--- config.mk ---
export PLATFORM = sky130hd
export DESIGN_NAME = chop_and_current_detect_cfg
export DESIGN_NICKNAME = d
export VERILOG_FILES = /design/src/rtl/chop_detect_pkg.sv /design/src/rtl/chop_settle_timer.sv /design/src/rtl/chop_and_current_detect_cfg.sv
export SDC_FILE = /design/constraint.sdc
export NUM_CORES = 1
export LEC_CHECK = 0
export BUFFER_PORTS_ARGS = -buffer_cell sky130_fd_sc_hd__buf_2
export CAP_MARGIN = 5
export CORE_ASPECT_RATIO = 0.6
export CORE_UTILIZATION = 60
export CTS_CLUSTER_DIAMETER = 100
export DETAILED_ROUTE_END_ITERATION = 16
export PLACE_DENSITY = 0.93
export RECOVER_POWER = 100
export SLEW_MARGIN = 30
export SYNTH_ARGS = -nofsm -noshare
export SYNTH_HDL_FRONTEND = slang
export SYNTH_SLANG_ARGS = --single-unit
--- constraint.sdc ---
create_clock -name clk -period 5.9 [get_ports clk]
set_input_delay 0.59 -clock clk [delete_from_list [all_inputs] [get_ports clk]]
set_output_delay 0.59 -clock clk [all_outputs]
set_load 0.01 [all_outputs]
--- src/rtl/chop_detect_pkg.sv ---
// chop and current-detect configuration: offsets, reset values, field layout, carriers
// assumes a 16-bit register port with 4-bit word addresses
package chop_detect_pkg;

  localparam int ADDR_W = 4;
  localparam int DATA_W = 16;
  localparam int CHANNELS = 4;
  localparam int SAMPLE_W = 24;

  //////////////////////////////////////////////////////////////////////////////
  // register offsets (word addresses)
  localparam logic [ADDR_W-1:0] OFF_STATUS = 4'h1;
  localparam logic [ADDR_W-1:0] OFF_RESERVED = 4'h5;
  localparam logic [ADDR_W-1:0] OFF_CONFIG = 4'h6;
  localparam logic [ADDR_W-1:0] OFF_TH_HIGH = 4'h7;
  localparam logic [ADDR_W-1:0] OFF_TH_LOW = 4'h8;

  // reset values
  localparam logic [DATA_W-1:0] RESERVED_RESET = 16'h0000;
  localparam logic [DATA_W-1:0] CONFIG_RESET = 16'h0600;
  localparam logic [DATA_W-1:0] TH_HIGH_RESET = 16'h0000;
  localparam logic [7:0] TH_LOW_RESET = 8'h00;
  localparam logic [3:0] DC_BLOCK_RESET = 4'h0;

  // field positions in the threshold-low word and status word
  localparam int TH_LOW_LSB = 8;
  localparam int DC_BLOCK_LSB = 0;
  localparam int STATUS_DETECTED = 0;
  localparam int STATUS_SETTLING = 1;

  // counter widths
  localparam int SETTLE_W = 17;
  localparam int WINDOW_W = 12;
  localparam int HITS_W = 9;

  // measurement window length in conversion periods, by code
  localparam logic [WINDOW_W-1:0] WINDOW_LEN [8] = '{
    12'h080, 12'h100, 12'h200, 12'h300, 12'h500, 12'h700, 12'hA00, 12'hE00
  };

  //////////////////////////////////////////////////////////////////////////////
  // configuration word layout, msb first
  typedef struct packed {
    logic [2:0] reserved;
    logic [3:0] chop_settle_delay;
    logic chop_on;
    logic detect_every_channel;
    logic [2:0] detect_exceed_count;
    logic [2:0] detect_window_length;
    logic detect_mode_on;
  } config_type;

  // one conversion result for every channel
  typedef struct packed {
    logic valid;
    logic [CHANNELS-1:0][SAMPLE_W-1:0] data;
  } sample_type;

  // magnitude of a two's complement result; full negative scale still fits
  function automatic logic [SAMPLE_W-1:0] magnitude(input logic [SAMPLE_W-1:0] value);
    magnitude = value[SAMPLE_W-1] ? SAMPLE_W'(~value + 1'b1) : value;
  endfunction : magnitude

  // settle length in modulator periods: 2^(code+1)
  function automatic logic [SETTLE_W-1:0] settle_len(input logic [3:0] code);
    settle_len = SETTLE_W'(1) << (code + 5'h01);
  endfunction : settle_len

endpackage : chop_detect_pkg

--- src/rtl/chop_settle_timer.sv ---
// chop settle timer: counts modulator periods before a chopped measurement
// assumes mod_tick is a one-cycle enable at the modulator rate
`timescale 1ns/10ps
`default_nettype none
module chop_settle_timer import chop_detect_pkg::*; (
  // clock and reset
  input wire logic clk,
  input wire logic rst_n,
  // control
  input wire logic start,
  input wire logic mod_tick,
  input wire logic [3:0] delay_code,
  // status
  output logic busy,
  output logic done
);

  logic [SETTLE_W-1:0] remaining;
  logic [SETTLE_W-1:0] next_remaining;
  logic next_busy;
  logic next_done;

  // a restart while busy reloads; the earlier measurement is simply abandoned
  always_comb begin
    next_remaining = remaining;
    next_busy = busy;
    next_done = 1'b0;
    if (start) begin
      next_remaining = settle_len(delay_code);
      next_busy = 1'b1;
    end else if (busy && mod_tick) begin
      next_remaining = remaining - SETTLE_W'(1);
      if (remaining == SETTLE_W'(1)) begin
        next_busy = 1'b0;
        next_done = 1'b1;
      end
    end
  end

  always_ff @(posedge clk or negedge rst_n) begin
    if (!rst_n) begin
      remaining <= '0;
      busy <= 1'b0;
      done <= 1'b0;
    end else begin
      remaining <= next_remaining;
      busy <= next_busy;
      done <= next_done;
    end
  end

endmodule : chop_settle_timer
`default_nettype wire

--- src/rtl/chop_and_current_detect_cfg.sv ---
// chop and current-detect configuration bank with its settle timer and detector
// assumes a single-cycle register port and results that arrive as one-cycle valid pulses
`timescale 1ns/10ps
`default_nettype none
module chop_and_current_detect_cfg import chop_detect_pkg::*; (
  // clock and reset
  input wire logic clk,
  input wire logic rst_n,
  // register port
  input wire logic [ADDR_W-1:0] addr,
  input wire logic [DATA_W-1:0] wr_data,
  input wire logic wr_en,
  input wire logic rd_en,
  output logic [DATA_W-1:0] rd_data,
  // converter timing and results
  input wire logic mod_tick,
  input wire logic conv_request,
  input wire sample_type sample,
  // measurement control
  output logic measure_start,
  output logic chop_polarity,
  output logic detect_hit
);

  //////////////////////////////////////////////////////////////////////////////
  // registers
  logic [DATA_W-1:0] reserved_word;
  config_type cfg;
  logic [DATA_W-1:0] detect_threshold_high;
  logic [7:0] detect_threshold_low;
  logic [3:0] dc_block;
  logic detected;
  logic [DATA_W-1:0] next_reserved_word;
  config_type next_cfg;
  logic [DATA_W-1:0] next_threshold_high;
  logic [7:0] next_threshold_low;
  logic [3:0] next_dc_block;
  logic next_detected;
  logic [DATA_W-1:0] next_rd_data;
  logic settling;
  logic timer_done;

  always_comb begin
    next_reserved_word = reserved_word;
    next_cfg = cfg;
    next_threshold_high = detect_threshold_high;
    next_threshold_low = detect_threshold_low;
    next_dc_block = dc_block;
    next_detected = detected;
    next_rd_data = '0;
    if (wr_en) begin
      unique case (addr)
        OFF_RESERVED: next_reserved_word = wr_data;
        OFF_CONFIG: next_cfg = config_type'(wr_data);
        OFF_TH_HIGH: next_threshold_high = wr_data;
        OFF_TH_LOW: begin
          next_threshold_low = wr_data[TH_LOW_LSB +: 8];
          next_dc_block = wr_data[DC_BLOCK_LSB +: 4];
        end
        OFF_STATUS: if (wr_data[STATUS_DETECTED]) next_detected = 1'b0;
        default: ;
      endcase
    end
    // a detection in the clearing cycle survives
    if (detect_hit) next_detected = 1'b1;
    if (rd_en) begin
      unique case (addr)
        OFF_RESERVED: next_rd_data = reserved_word;
        OFF_CONFIG: next_rd_data = DATA_W'(cfg);
        OFF_TH_HIGH: next_rd_data = detect_threshold_high;
        OFF_TH_LOW: next_rd_data = {detect_threshold_low, 4'h0, dc_block};
        OFF_STATUS: next_rd_data = {14'h0000, settling, detected};
        default: next_rd_data = '0;
      endcase
    end
  end

  always_ff @(posedge clk or negedge rst_n) begin
    if (!rst_n) begin
      reserved_word <= RESERVED_RESET;
      cfg <= config_type'(CONFIG_RESET);
      detect_threshold_high <= TH_HIGH_RESET;
      detect_threshold_low <= TH_LOW_RESET;
      dc_block <= DC_BLOCK_RESET;
      detected <= 1'b0;
      rd_data <= '0;
    end else begin
      reserved_word <= next_reserved_word;
      cfg <= next_cfg;
      detect_threshold_high <= next_threshold_high;
      detect_threshold_low <= next_threshold_low;
      dc_block <= next_dc_block;
      detected <= next_detected;
      rd_data <= next_rd_data;
    end
  end

  //////////////////////////////////////////////////////////////////////////////
  // global chop: settle before each measurement and flip input polarity
  logic next_measure_start;
  logic next_chop_polarity;

  chop_settle_timer settle_timer (
    .clk(clk),
    .rst_n(rst_n),
    .start(conv_request && cfg.chop_on),
    .mod_tick(mod_tick),
    .delay_code(cfg.chop_settle_delay),
    .busy(settling),
    .done(timer_done)
  );

  always_comb begin
    next_chop_polarity = chop_polarity;
    if (cfg.chop_on) begin
      next_measure_start = timer_done;
      if (conv_request) next_chop_polarity = !chop_polarity;
    end else begin
      // without chopping a request starts the measurement at once
      next_measure_start = conv_request;
    end
  end

  always_ff @(posedge clk or negedge rst_n) begin
    if (!rst_n) begin
      measure_start <= 1'b0;
      chop_polarity <= 1'b0;
    end else begin
      measure_start <= next_measure_start;
      chop_polarity <= next_chop_polarity;
    end
  end

  //////////////////////////////////////////////////////////////////////////////
  // current detect
  logic [SAMPLE_W-1:0] threshold;
  logic [CHANNELS-1:0] exceeds;
  logic trigger;
  logic [HITS_W-1:0] hits_needed;
  logic [HITS_W-1:0] hit_new;
  logic last_in_window;
  logic [WINDOW_W-1:0] win_cnt;
  logic [HITS_W-1:0] hit_cnt;
  logic fired;
  logic [WINDOW_W-1:0] next_win_cnt;
  logic [HITS_W-1:0] next_hit_cnt;
  logic next_fired;
  logic next_detect_hit;

  assign threshold = {detect_threshold_high, detect_threshold_low};

  genvar ch;
  generate
    for (ch = 0; ch < CHANNELS; ch++) begin : gen_compare
      assign exceeds[ch] = magnitude(sample.data[ch]) > threshold;
    end
  endgenerate

  assign trigger = cfg.detect_every_channel ? &exceeds : |exceeds;
  assign hits_needed = HITS_W'(1) << cfg.detect_exceed_count;
  assign hit_new = (hit_cnt == '1) ? hit_cnt : hit_cnt + HITS_W'(trigger);
  assign last_in_window = win_cnt == WINDOW_LEN[cfg.detect_window_length] - 12'h001;

  always_comb begin
    next_win_cnt = win_cnt;
    next_hit_cnt = hit_cnt;
    next_fired = fired;
    next_detect_hit = 1'b0;
    // a configuration write restarts the window so a shorter length takes cleanly
    if (!cfg.detect_mode_on || (wr_en && addr == OFF_CONFIG)) begin
      next_win_cnt = '0;
      next_hit_cnt = '0;
      next_fired = 1'b0;
    end else if (sample.valid) begin
      if (hit_new >= hits_needed && !fired) begin
        next_detect_hit = 1'b1;
        next_fired = 1'b1;
      end
      if (last_in_window) begin
        next_win_cnt = '0;
        next_hit_cnt = '0;
        next_fired = 1'b0;
      end else begin
        next_win_cnt = win_cnt + WINDOW_W'(1);
        next_hit_cnt = hit_new;
      end
    end
  end

  always_ff @(posedge clk or negedge rst_n) begin
    if (!rst_n) begin
      win_cnt <= '0;
      hit_cnt <= '0;
      fired <= 1'b0;
      detect_hit <= 1'b0;
    end else begin
      win_cnt <= next_win_cnt;
      hit_cnt <= next_hit_cnt;
      fired <= next_fired;
      detect_hit <= next_detect_hit;
    end
  end

  logic [SETTLE_W-1:0] ticks_seen;
  logic [SETTLE_W-1:0] settle_expect;
  always_ff @(posedge clk or negedge rst_n) begin
    if (!rst_n) begin
      ticks_seen <= '0;
      settle_expect <= '0;
    end else if (conv_request && cfg.chop_on) begin
      ticks_seen <= '0;
      settle_expect <= settle_len(cfg.chop_settle_delay);
    end else if (settling && mod_tick) begin
      ticks_seen <= ticks_seen + SETTLE_W'(1);
    end
  end
endmodule : chop_and_current_detect_cfg
`default_nettype wire

Yosys cells after proc, flatten, opt, wreduce, memory -nomap -nowiden. Memory sizes are Yosys's and may differ from the RTL's. Cells that the tools add are included.

Muxes and demuxes: 36. Order comparisons: 6. Add/sub/neg operators: 9. Shift-type cells: 2. Reduce and logical (&&, ||, !) cells: 25. Bitwise logic cells: 5. Equal/unequal tests: 8.

Operators with widths (count): 24-bit by 1-bit adder with 24-bit output, second input constant (4); 24-bit greater-than comparator (4); 24-bit 2-to-1 mux (4); 24-bit inverter (4); 16-bit one-hot mux with 5 select lines (1); 12-bit 2-to-1 mux (5); 9-bit 2-to-1 mux (4); 17-bit 2-to-1 mux (2); 1-bit 2-to-1 mux (19); 17-bit by 1-bit == test with 1-bit output, second input constant (1); 1-bit by 5-bit << shifter with 17-bit output, first input constant (1); 17-bit by 1-bit subtractor with 17-bit output, second input constant (1); 16-bit 2-to-1 mux (1); 2-bit AND reduction (7); 12-bit by 1-bit adder with 12-bit output, second input constant (1); 12-bit == test (1); 4-bit by 3-bit == test with 1-bit output, second input constant (3); 2-bit nonzero test (6); 12-bit by 1-bit subtractor with 12-bit output, second input constant (1); 9-bit by 1-bit adder with 9-bit output (1); 9-bit == test, second input constant (1); 9-bit >= comparator (1); 1-bit by 3-bit << shifter with 9-bit output, first input constant (1); 4-bit by 1-bit adder with 5-bit output, second input constant (1); other kinds (11) (16).

Memories: 1. Word-level logic and storage cells: 114. Output and inout bits: 19. ROM bits: 96. Bits of input ports: 123. Register bits after elaboration: 121.

Memories: (no name shown) (words 8, width 12, rd ports 1, clocked after memory_dff 0, write ports 0, line chop_and_current_detect_cfg.sv:162) `assign last_in_window = win_cnt == WINDOW_LEN[cfg.detect_window_length] - 12'h001;`.

Longest topological paths before layout. Gate-level depths: netlist of the first run.

Word-level depth: 14. Mapped depth: 30. Depth with buffers taken out: 30.

Hierarchy. A second synthesis of the first run with hierarchy kept.

Cell total of the unflattened synthesis: 1076. Area, all modules: 10088.4 sq um.

Modules (own cells, without submodules): chop_and_current_detect_cfg (instances 1, cells an instance 927, seq. area each 2555.0 sq um, area each 8752.1 sq um); chop_settle_timer (instances 1, cells an instance 149, seq. area each 475.5 sq um, area each 1336.3 sq um).

Worst setup path after synthesis of the first run. OpenSTA, ideal clock, no wires.

Path type: input-to-reg. From: in sample[29] (netlist name). To: reg fired. Path slack: -0.480 ns. Arrival time: 6.248 ns. Stages: 27. Data required time: 5.768 ns. Cells stage by stage: or4_1 or2_4 or3_4 or3_4 or3_4 o41ai_4 xnor2_1 ha_1 nand4_1 nor4_1 o31ai_1 a22o_1 o31a_1 a21oi_1 ha_1 ha_1 nand2_1 nor2_1 nand4_1 xnor2_1 ha_1 a21oi_1 nor2b_1 nor4b_1 o21ai_0 a21oi_1 nor2_1.

Longest elaborated chain between the ends: 12. Elaborated cells between the ends (all ways): 13. Classes of those cells: add/sub: 2; order compare: 2; mux: 3; bitwise: 1; reduce/logical: 5.

Ends and longest elaborated chain: from (decl) (line chop_and_current_detect_cfg.sv:18) `input wire sample_type sample,`; 24-bit inverter (line chop_detect_pkg.sv:61) `magnitude = value[SAMPLE_W-1] ? SAMPLE_W'(~value + 1'b1) : value;`; 24-bit by 1-bit adder with 24-bit output (line chop_detect_pkg.sv:61); 24-bit 2-to-1 mux * (line chop_detect_pkg.sv:61); 24-bit greater-than comparator * (line chop_and_current_detect_cfg.sv:155) `assign exceeds[ch] = magnitude(sample.data[ch]) > threshold;`; 4-bit OR reduction or 4-bit AND reduction (tied branches) (line chop_and_current_detect_cfg.sv:159) `assign trigger = cfg.detect_every_channel ? &exceeds : |exceeds;`; 1-bit 2-to-1 mux * (line chop_and_current_detect_cfg.sv:159); 9-bit by 1-bit adder with 9-bit output * (line chop_and_current_detect_cfg.sv:161) `assign hit_new = (hit_cnt == '1) ? hit_cnt : hit_cnt + HITS_W'(trigger);`; 9-bit 2-to-1 mux * (line chop_and_current_detect_cfg.sv:161); 9-bit >= comparator * (line chop_and_current_detect_cfg.sv:175) `if (hit_new >= hits_needed && !fired) begin`; 1-bit logical AND * (line chop_and_current_detect_cfg.sv:175); 3-bit nonzero test (no source line) *; 2-bit AND reduction (no source line) *; to (signal assigned) (line chop_and_current_detect_cfg.sv:199) `fired <= next_fired;`; to (decl) (line chop_and_current_detect_cfg.sv:144) `logic fired;`.

Mark *: on every way between the ends. The rest lies on a longest branch, timed or not. A chain may end at the register's enable or synchronous reset.

Final worst setup path of the first run. Same ends and word-level chain as after synthesis.

==> summary.md, run 1 <==
| Metric | Value |
|---|---|
| Port Buffer Count | 141 |
| Avg Synthesized Cell Area | 9.12 um^2 |
| CP Class | in -> reg |
| Hold WS | 0.433 ns |
| Leading area contributor after synthesis | dfrtp_1 |
| Number of library cell types mapped by synthesis | 61 |
| Peak VDD IR | 0.254 mV |
| Core area | around 16,000 um^2 |
| Fmax | 155 MHz |
| Sequential fraction of design power | roughly 32% |
| Detailed-route vias per instance | 6.78 |
| Cts hold-fix bufs | 0 |
| Place WS | -0.990 ns |
| RSZ-0062 raised after global routing | yes |
| Post-synthesis cell count | 1,079 |
| Worst Tran Pin Value | 2.75 ns |
| Tmin final | 6.46 ns |
| # setup viols final | 2 |
| Post-Syn Nets | 1,316 |
| Critical Path AT | 6.74 ns |
| Slew margin rel. | -83.1% |
| Largest net degree at the start of global routing | 73 |
| Vias in the first global route | 9,561 |
| Initial antenna violation count | 0 |
| M3 GR Usage | 14.1% |
| Gate power share | 37.5% |
| R2R cell count | 22 |
| Crit. End Element | register |
| Clk buf depth | 2 |
| Core Util, Final | 76.5% |
| Critical path peak fanout | 3 |
| M2 GR Usage | between 50% and 60% |
| Synth Register Bits | 121 |
| Most frequent cells in the layout | dfrtp_1 (119), buf_2 (118), ha_1 (112) |
| Die X | 167 um |
| DR pass1 iterations | 5 |
| Area contributors post-synth | dfrtp_1 (30%), ha_1 (14%), xnor2_1 (7.9%), mux2_2 (7.1%), a21oi_1 (4.2%) |
| Grt met1 use | 50.4% |
| TritonCTS Sinks | between 100 and 150 |
| Most used cell, CP | or3_4 |
| Worst hold stages | 2 |
| Final Wtd Congestion | 0.973 |
| Number of max-slew violations in the final report | 124 |
| Std cell rows | 35 |
| Syn Std Cell Area | 9840 um^2 |
| Number of flops mapped to enable cells by yosys | 0 |
| Die area | 16,900 um^2 |
| Inserted Clock Buffers | 17 |
| Failing checks | capacitance limit, slew limit, setup timing |
| Share of layout cells above drive strength 1 | 24.9% |
| Cell Int Power | between 2 and 2.5 mW |
| Worst setup margin | -0.562 ns |
| Yosys Warn Count | 0 |
| Multiplexer area fraction after synthesis | 7.09% |
| Number of max-cap violations | 2 |
| H-tree levels | 4 |
| First-pass GRT wire length | 49,600 um |
| Remaining DRCs | 0 |
| Switching part of the total | 38.2% |
| Layout Cells excl Fill | 1,508 |
| Top cell type's share of synthesized area | between 30 and 40% |
| Gr ovfl total | 0 |
| CP max stage cell | a2111oi_1 |
| Post-DRT Antenna Nets | 0 |
| Adder-cell share of the synthesized area | 14.5% |
| Async set-reset flop share out of synthesis | 100% |
| I/O Pins | 142 |
| Wire per inst | 21.4 um |
| Post-synthesis compound-gate area fraction | 17.6% |
| Worst-Skew Late Latency | 0.43 ns |
| Status | finished with violations |
| Total Routing Usage GR | between 30% and 40% |
| Placed cell count | 1,468 |
| Reg clk slew, reported paths | 0.06 ns |
| Final hold violations | 0 |
| Via Count | roughly 10k |
| Startpoint Class | input pin |
| Die H | 101 um |
| Setup TNS | -1.06 ns |
| HPWL Detailed | 22,400 um |
| Fin crit share | 110% |
| Cell Pwr Density | 303 nW/um^2 |
| Sequential share of the synthesized area | 30.8% |
| Final Skew | 0.0135 ns |
| Nets | 1,527 |
| Worst endpoint required time | a little over 6 ns |
| CTS tree | built |
| LEAKAGE | 5.33 nW |
| Commonest non-fill, non-tap cell in the layout | dfrtp_1 |
| Busiest grt layer | met2 |
| Number of DRC markers in iteration 0 | around 1.5k |
| Clock network fraction of total power | 30.3% |
| XOR/XNOR Fraction of Synth Area | a little under a tenth |
| Total wire length | between 30,000 and 40,000 um |
| Top_reg_cell synth | dfrtp_1 |
| Starting Density | a little over three fifths |
| Crit-path max cell delay | 0.55 ns |
| Root buf cell | clkbuf_16 |
| P&R area growth vs syn | 21.9% |
| P_sw | 1.38 mW |
| Largest family of logic cells by synthesized area | compound AO/OA/AOI/OAI gates |
| Post-Synth Simple-Gate Area | 17.6% |
| Tightest Hold Check Type | in -> reg |
## Yosys cell counts (all sizes together) (21+ instances only)
cell	instances
dfrtp	119
mux2	62
inv	40
nand4	31
o31ai	23
nor2	65
xnor2	89
ha	114
or3	24
o21ai	62
nand2	86
a21oi	82
a22oi	21
clkbuf	34
nand3	21
## final timing paths
| check | slack, ns | startpoint | end |
|---|---|---|---|
| max | -0.56 | sample[29] | fired |
| min | 0.43 | wr_data[5] | reserved_word[5] |
| max reg2reg | 1.07 | detect_threshold_high[1] | fired |
| min reg2reg | 0.47 | chop_polarity | chop_polarity |
| max in group asynchronous | 1.94 | rst_n | cfg[5] |
| min in group asynchronous | 1.03 | rst_n | chop_polarity |
## power groups by stage
stage / Sequential [mW] / Combinational, mW / Clock, mW
2_1_floorplan: 1.10 / 0.860 / 0
3_3_place_gp: 1.15 / 1.17 / 0
3_5_place_dp: 1.16 / 1.26 / 0
4_1_cts: 1.16 / 1.30 / 1.09
5_1_grt: 1.19 / 1.47 / 1.14
6_report: 1.17 / 1.36 / 1.10
## state kept, by name, indices dropped and copies added (netlist names)
signal / count
fired: 1
dc_block: 4
chop_polarity: 1
detect_threshold_high: 16
detected: 1
detect_threshold_low: 8
reserved_word: 16
win_cnt: 12
hit_cnt: 9
settle_timer.remaining: 17
measure_start: 1
settle_timer.done: 1
cfg: 16
detect_hit: 1
settle_timer.busy: 1
rd_data: 16
## routing by layer
metal	part of all wire [%]	up-vias
li1	-	4456
met1	39	4784
met2	42	821
met3	15	163
met4	4.4	0
met5	0	-
## final cells by class
class | count | area [um^2]
inverter | 40 | 150
timing repair buffer | 229 | 1340
fill | 959 | 3680
multi-input combinational | 881 | 6610
sequential | 121 | 3030
clock buffer | 18 | 439
antenna | 2 | 5.00
tap | 203 | 254
clock inverter | 14 | 173
## worst max-delay path, delay by kind of cell
family,cells,cell delay (ns)
adders and majority gates,4,0.96
xor gates and xnor gates,2,0.31
AOI/OAI and AO/OA,10,2.00
and+or+nand+nor,11,2.54
buffers and inverters,3,0.34
## cells by family after synthesis
| kind of cell | count (synthesis) |
|---|---|
| AND/OR/NAND/NOR | 331 |
| AO/OA/AOI/OAI | 268 |
| flip-flops | 121 |
| adder cells (fa/ha/maj) | 114 |
| XOR/XNOR | 106 |
| buffers and inverters | 77 |
| multiplexers | 62 |
## stage by stage
step	cell area (um^2)	power (mW)
finish	12000	3.63
global route	12000	3.79
CTS	12000	3.55
detailed placement	11300	2.42
global placement	11300	2.32
floorplan	9890	1.96
## timing repair
item / in CTS / in global routing
hold endpoints to repair: 0 / 0
pin swaps: 6 / 4
resized for setup: 5 / 6
setup buffers: 4 / 2
endpoints found under the setup margin: 2 / 3
Note: power is estimated with default switching activity, not from simulation.
==> run 2: changes to the inputs <==
--- a/config.mk
+++ b/config.mk
@@ -5,13 +5,13 @@
 export SDC_FILE = /design/constraint.sdc
 export NUM_CORES = 1
 export LEC_CHECK = 0
-export BUFFER_PORTS_ARGS = -buffer_cell sky130_fd_sc_hd__buf_2
 export CAP_MARGIN = 5
 export CORE_ASPECT_RATIO = 0.6
 export CORE_UTILIZATION = 60
 export CTS_CLUSTER_DIAMETER = 100
 export DETAILED_ROUTE_END_ITERATION = 16
-export PLACE_DENSITY = 0.93
+export DONT_BUFFER_PORTS = 1
+export PLACE_DENSITY = 0.86
 export RECOVER_POWER = 100
 export SLEW_MARGIN = 30
 export SYNTH_ARGS = -nofsm -noshare
==> run 2 against run 1 <==
- the flow still finishes with violations (capacitance limit, slew limit, setup timing)
- global-route usage fell by 3.8 points
- non-clock buffer count fell by 181
- highest routed layer unchanged
- worst setup slack got worse by 0.037 ns
- die area did not move
- combinational power fell by 12%
- clock skew fell by 0.0022 ns
- clock power fell by 15%
- largest power group unchanged
==> summary.md, run 2 (synthesized netlist as in run 1, its figures left out) <==
| Metric | Value |
|---|---|
| Gr ovfl total | 0 (unchanged) |
| Vias in the first global route | 8,546 (-11%) |
| Die H | 101 um (unchanged) |
| Root buf cell | clkbuf_16 |
| Core area | 15,700 um^2 (unchanged) |
| Worst hold stages | 1 (-1) |
| Final Wtd Congestion | 0.958 (-1.6%) |
| Final Skew | 0.0113 ns (-0.00219 ns) |
| Share of layout cells above drive strength 1 | 14.6% (-10 points) |
| Detailed-route vias per instance | 6.78 (about the same) |
| Inserted Clock Buffers | 17 (unchanged) |
| Critical Path AT | 6.77 ns (+0.03 ns) |
| Clk buf depth | 2 (unchanged) |
| TritonCTS Sinks | 121 (unchanged) |
| Remaining DRCs | 0 (unchanged) |
| Die area | 16,900 um^2 (unchanged) |
| R2R cell count | 23 (+4.5%) |
| RSZ-0062 raised after global routing | yes |
| DR pass1 iterations | 6 (+1) |
| Critical path depth | 27 (-10%) |
| Status | finished with violations |
| Number of max-cap violations | 1 (-1) |
| Crit. End Element | register |
| HPWL Detailed | 21,400 um (-4.6%) |
| Largest net degree at the start of global routing | 120 (+64%) |
| Worst-Skew Late Latency | 0.42 ns (about the same) |
| Core Util, Final | 69.7% (-6.8 points) |
| # setup viols final | 2 (unchanged) |
| Peak VDD IR | 0.216 mV (-15%) |
| Number of max-slew violations in the final report | 120 (-3.2%) |
| P_sw | 1.24 mW (-11%) |
| Fin crit share | 110% (+0.62 points) |
| Gate power share | 36.4% (-1.1 points) |
| WP buf/inv | 1 (-2) |
| Crit-path leading delay family | simple AND/OR/NAND/NOR gates |
| Initial antenna violation count | 0 (unchanged) |
| Tightest Hold Check Type | in -> reg |
| Total Routing Usage GR | 34.1% (-3.8 points) |
| Total wire length | 29,000 um (-10%) |
| Diode count | 0 (-2) |
| Startpoint Class | input pin |
| Slew margin rel. | -96.3% (-13 points) |
| Die X | 167 um (unchanged) |
| Failing checks | capacitance limit, slew limit, setup timing |
| Commonest non-fill, non-tap cell in the layout | dfrtp_1 |
| Crit-path max cell delay | 0.51 ns (-0.04 ns) |
| Switching part of the total | 37.5% (-0.62 points) |
| Fmax | 154 MHz (-0.56%) |
| P&R area growth vs syn | 11.0% |
| I/O Pins | 142 (unchanged) |
| CTS tree | built |
| Number of DRC markers in iteration 0 | 1,109 (-26%) |
| Final hold violations | 0 (unchanged) |
| FILL cells | 1,146 (+19%) |
| Largest register FFs | 17 (unchanged) |
| Place WS | -0.844 ns (+0.146 ns) |
| Largest Register | settle_timer.remaining |
| Via Count | 8,981 (-12%) |
| CP max stage cell | or4_4 |
| Sequential fraction of design power | 35.3% (+3.1 points) |
| Critical path peak fanout | 3 (unchanged) |
| H-tree levels | 4 (unchanged) |
| Total power | 3.30 mW (-9.0%) |
| Worst Tran Pin Value | 2.94 ns (+0.199 ns) |
| Most used cell, CP | or3_4 |
| Tmin final | 6.50 ns (+0.0365 ns) |
| Worst endpoint required time | 6.17 ns (about the same) |
| LEAKAGE | 4.61 nW (-14%) |
| Cell Pwr Density | 302 nW/um^2 (-0.15%) |
| Post-DRT Antenna Nets | 0 (unchanged) |
| Wire per inst | 21.9 um (+2.2%) |
| Nets | 1,346 (-12%) |
| Worst setup margin | -0.598 ns (-0.0365 ns) |
| Clock network fraction of total power | 28.4% (-1.9 points) |
| Cell Int Power | 2.06 mW (-8.1%) |
| First-pass GRT wire length | 44,600 um (-10%) |
| Port Buffer Count | 0 (-100%) |
| Starting Density | 62.8% (unchanged) |
| Reg clk slew, reported paths | 0.06 ns (about the same) |
| Most frequent cells in the layout | dfrtp_1 (119), ha_1 (112), xnor2_1 (88) |
| Std cell rows | 35 (unchanged) |
| CP Class | in -> reg |
==> run 2: cell types whose count changed in the layout (fill, tap and decap cells not counted), sizes merged <==
cell / delta
inv: -1
clkbuf: -19
diode: -2
buf: -160
clkinv: -1
dlygate4sd3: +1
clkinvlp: +2
bufinv: -3
==> run 2: path summary, 6_finish.rpt <==
kind                                      startpoint               end  slack, ns
setup / recovery                          sample[29]             fired      -0.60
hold / removal                            wr_data[5]            cfg[5]       0.31
setup reg to reg           detect_threshold_high[10]             fired       1.01
hold reg to reg                             detected          detected       0.49
max in group asynchronous                      rst_n  reserved_word[4]       3.07
min in group asynchronous                      rst_n            cfg[9]       0.61
==> run 2: layout make-up <==
| cell class | instances | area [um^2] | area share (%) |
|---|---|---|---|
| multi-input combinational | 881 | 6610 | 60.5 |
| sequential | 121 | 3030 | 27.7 |
| clock buffer | 21 | 450 | 4.12 |
| timing repair buffer | 48 | 353 | 3.23 |
| tap | 203 | 254 | 2.32 |
| inverter | 40 | 150 | 1.37 |
| clock inverter | 11 | 76.3 | 0.699 |
==> run 2: what timing repair did <==
item                                    in CTS  in global routing
hold endpoints to repair                   119                  2
buffers inserted                             1                  6
endpoints found under the setup margin       2                  2
pin swaps                                    0                  2
gates cloned                                 0                  0
gates resized for setup                      4                  4
hold buffers                                 1                  1
==> run 2: power groups by stage <==
stage	combinational [mW]	sequential [mW]	clock (mW)
floorplan	0.860	1.10	0
global placement	1.06	1.15	0
detailed placement	1.12	1.17	0
CTS	1.15	1.16	0.929
global route	1.32	1.19	0.973
finish	1.20	1.17	0.936
==> run 2: metrics by stage <==
step | hold slack (ns) | TNS, ns | std cells | instance area, um^2
floorplan | 0.294 | -0.428 | 1079 | 9890
global route | 0.302 | -1.75 | 1325 | 10900
global placement | 0.297 | -1.15 | 1284 | 10300
CTS | 0.00659 | -0.751 | 1318 | 10900
detailed placement | 0.297 | -1.64 | 1284 | 10300
finish | 0.313 | -1.15 | 1325 | 10900
==> run 2: layer usage <==
layer	track usage [%]	routed length, um	vias up
li1	-	-	4081
met1	48.8	12800	4281
met2	50.7	12100	539
met3	9.61	3430	80
met4	9.39	697	0
met5	0	0	-
==> run 3: changes to the inputs <==
--- a/config.mk
+++ b/config.mk
@@ -6,12 +6,14 @@
 export NUM_CORES = 1
 export LEC_CHECK = 0
 export CAP_MARGIN = 5
+export CELL_PAD_IN_SITES_DETAIL_PLACEMENT = 0
+export CELL_PAD_IN_SITES_GLOBAL_PLACEMENT = 1
 export CORE_ASPECT_RATIO = 0.6
-export CORE_UTILIZATION = 60
+export CORE_UTILIZATION = 54
 export CTS_CLUSTER_DIAMETER = 100
 export DETAILED_ROUTE_END_ITERATION = 16
 export DONT_BUFFER_PORTS = 1
-export PLACE_DENSITY = 0.86
+export PLACE_DENSITY = 0.95
 export RECOVER_POWER = 100
 export SLEW_MARGIN = 30
 export SYNTH_ARGS = -nofsm -noshare
==> run 3 against run 2 <==
- count of clock-buffer cells in the layout is 2 higher
- clock power rose by 18%
- global-route usage decreased by 3.0 points
- cell area is 2.7% higher
- clock skew decreased by 0.0019 ns
- critical path type unchanged
- the flow still finishes with violations (capacitance limit, slew limit, setup timing)
==> summary.md, run 3 (synthesized netlist as in run 1, its figures left out) <==
| Metric | Value |
|---|---|
| Largest register FFs | 17 (unchanged) |
| Inserted Clock Buffers | 17 (unchanged) |
| Diode count | 0 (unchanged) |
| Root buf cell | clkbuf_16 |
| Nets | 1,365 (+1.4%) |
| Fmax | 162 MHz (+5.2%) |
| Total wire length | 28,900 um (-0.40%) |
| CTS tree | built |
| Final hold violations | 0 (unchanged) |
| Starting Density | 56.2% (-6.5 points) |
| Final Skew | 0.00937 ns (-0.00190 ns) |
| Die area | 18,800 um^2 (+11%) |
| Place WS | -0.653 ns (+0.191 ns) |
| Crit. End Element | register |
| Largest net degree at the start of global routing | 120 (unchanged) |
| Failing checks | capacitance limit, slew limit, setup timing |
| Commonest non-fill, non-tap cell in the layout | dfrtp_1 |
| Slew margin rel. | -94.6% (+1.7 points) |
| H-tree levels | 4 (unchanged) |
| Die H | 107 um (+5.3%) |
| Std cell rows | 37 (+5.7%) |
| LEAKAGE | 4.75 nW (+3.1%) |
| Worst endpoint required time | 6.16 ns (about the same) |
| Clk buf depth | 2 (unchanged) |
| R2R cell count | 24 (+4.3%) |
| Tmin final | 6.17 ns (-0.324 ns) |
| Gr ovfl total | 0 (unchanged) |
| Setup TNS | -0.489 ns (+0.663 ns) |
| CP max stage cell | or4_4 |
| P&R area growth vs syn | 14.0% |
| # setup viols final | 2 (unchanged) |
| Most frequent cells in the layout | dfrtp_1 (119), ha_1 (112), xnor2_1 (88) |
| First-pass GRT wire length | 44,600 um (about the same) |
| Fin crit share | 105% (-5.5 points) |
| Port Buffer Count | 0 (unchanged) |
| Cell Pwr Density | 308 nW/um^2 (+1.9%) |
| TritonCTS Sinks | 121 (unchanged) |
| Number of max-slew violations in the final report | 120 (unchanged) |
| Status | finished with violations |
| Crit-path leading delay family | simple AND/OR/NAND/NOR gates |
| Startpoint Class | input pin |
| Worst setup margin | -0.275 ns (+0.324 ns) |
| HPWL Detailed | 21,700 um (+1.8%) |
| Final Wtd Congestion | 0.926 (-3.3%) |
| RSZ-0062 raised after global routing | yes |
| FILL cells | 1,405 (+23%) |
| Vias in the first global route | 8,274 (-3.2%) |
| Wire per inst | 21.0 um (-4.0%) |
| Worst-Skew Late Latency | 0.41 ns (about the same) |
| Detailed-route vias per instance | 6.42 (-5.2%) |
| Peak VDD IR | 0.235 mV (+8.7%) |
| Initial antenna violation count | 0 (unchanged) |
| Crit-path max cell delay | 0.52 ns (about the same) |
| Via Count | 8,833 (-1.6%) |
| Reg clk slew, reported paths | 0.06 ns (about the same) |
| Share of layout cells above drive strength 1 | 16.7% (+2.0 points) |
| Tightest Hold Check Type | in -> async |
| Critical path depth | 28 (+3.7%) |
| Critical path peak fanout | 3 (unchanged) |
| CP Class | in -> reg |
| Critical Path AT | 6.44 ns (-0.33 ns) |
| Number of DRC markers in iteration 0 | 879 (-21%) |
| Remaining DRCs | 0 (unchanged) |
| Largest Register | settle_timer.remaining |
| DR pass1 iterations | 8 (+2) |
| Number of max-cap violations | 1 (unchanged) |
| Die X | 176 um (+5.3%) |
| Total Routing Usage GR | 31.1% (-3.0 points) |
| Worst Tran Pin Value | 2.92 ns (-0.0255 ns) |
| WP buf/inv | 3 (+2) |
| Post-DRT Antenna Nets | 0 (unchanged) |
| I/O Pins | 142 (unchanged) |
| Core area | 17,500 um^2 (+12%) |
## run 3: cell types whose count changed in the layout (fill, tap and decap cells not counted), sizes merged
cell / before / now
bufinv: 0 / 3
buf: 44 / 64
clkinvlp: 4 / 2
clkbuf: 24 / 26
dlygate4sd3: 1 / 0
clkinv: 7 / 2
inv: 40 / 42
## run 3: metrics by stage
stage / utilization (%) / power, mW / std cells / hold slack (ns) / area, um^2
final: 64.1 / 3.46 / 1375 / 0.0226 / 11200
after global routing: 64.1 / 3.67 / 1375 / 0.000495 / 11200
after CTS: 64.0 / 3.43 / 1372 / 0.00815 / 11200
after detailed placement: 59.9 / 2.30 / 1331 / 0.298 / 10500
after global placement: 59.9 / 2.25 / 1331 / 0.298 / 10500
after floorplan: - / 1.96 / 1079 / 0.294 / 9890
## run 3: worst reg2reg max path, delay by kind of cell, from the launching register on
| kind | cells | cell delay (ns) |
|---|---|---|
| flops | 1 | 0.36 |
| simple gates | 7 | 0.95 |
| compound gates | 7 | 1.08 |
| xor+xnor | 1 | 0.19 |
| fa+ha+maj | 4 | 1.06 |
| buf+inv | 5 | 0.76 |
## run 3: layout make-up
cell class | instances | area (um^2) | share of cell area (%)
Clock buffer | 23 | 488 | 4.35
Clock inverter | 9 | 136 | 1.22
Inverter | 40 | 150 | 1.34
Multi-Input combinational cell | 881 | 6630 | 59.1
Sequential cell | 121 | 3030 | 27.0
Tap cell | 234 | 293 | 2.61
Timing Repair Buffer | 67 | 493 | 4.39
## run 3: what timing repair did
action                     in CTS  in global routing
buffers inserted                8                  3
gates resized for setup         4                  8
setup endpoints to repair       2                  2
hold buffers                    1                  0
gates cloned                    0                  0
hold endpoints to repair      119                  0
pin swaps                      12                 10
## run 3: path summary, 6_finish.rpt
kind,end,from,slack [ns]
max in group asynchronous,reserved_word[4],rst_n,3.08
worst min-delay path,cfg[10],rst_n,0.02
worst max register to register,fired,detect_threshold_high[11],1.38
worst max-delay path,fired,sample[29],-0.27
min in group clk,cfg[0],wr_en,0.33
worst min register to register,measure_start,settle_timer.done,0.48
## run 3: power by group
| group | switching [mW] | internal (mW) |
|---|---|---|
| registers | 0.164 | 0.992 |
| clock network | 0.382 | 0.713 |
| logic | 0.667 | 0.538 |
## run 3: metal layers
layer	routed length (um)	share of wire (%)	track usage (%)	vias to the layer above
li1	-	-	-	4118
met1	13000	45	46.0	4257
met2	12100	42	43.1	415
met3	3350	12	9.94	43
met4	408	1.4	7.58	0
met5	0	0	0	-
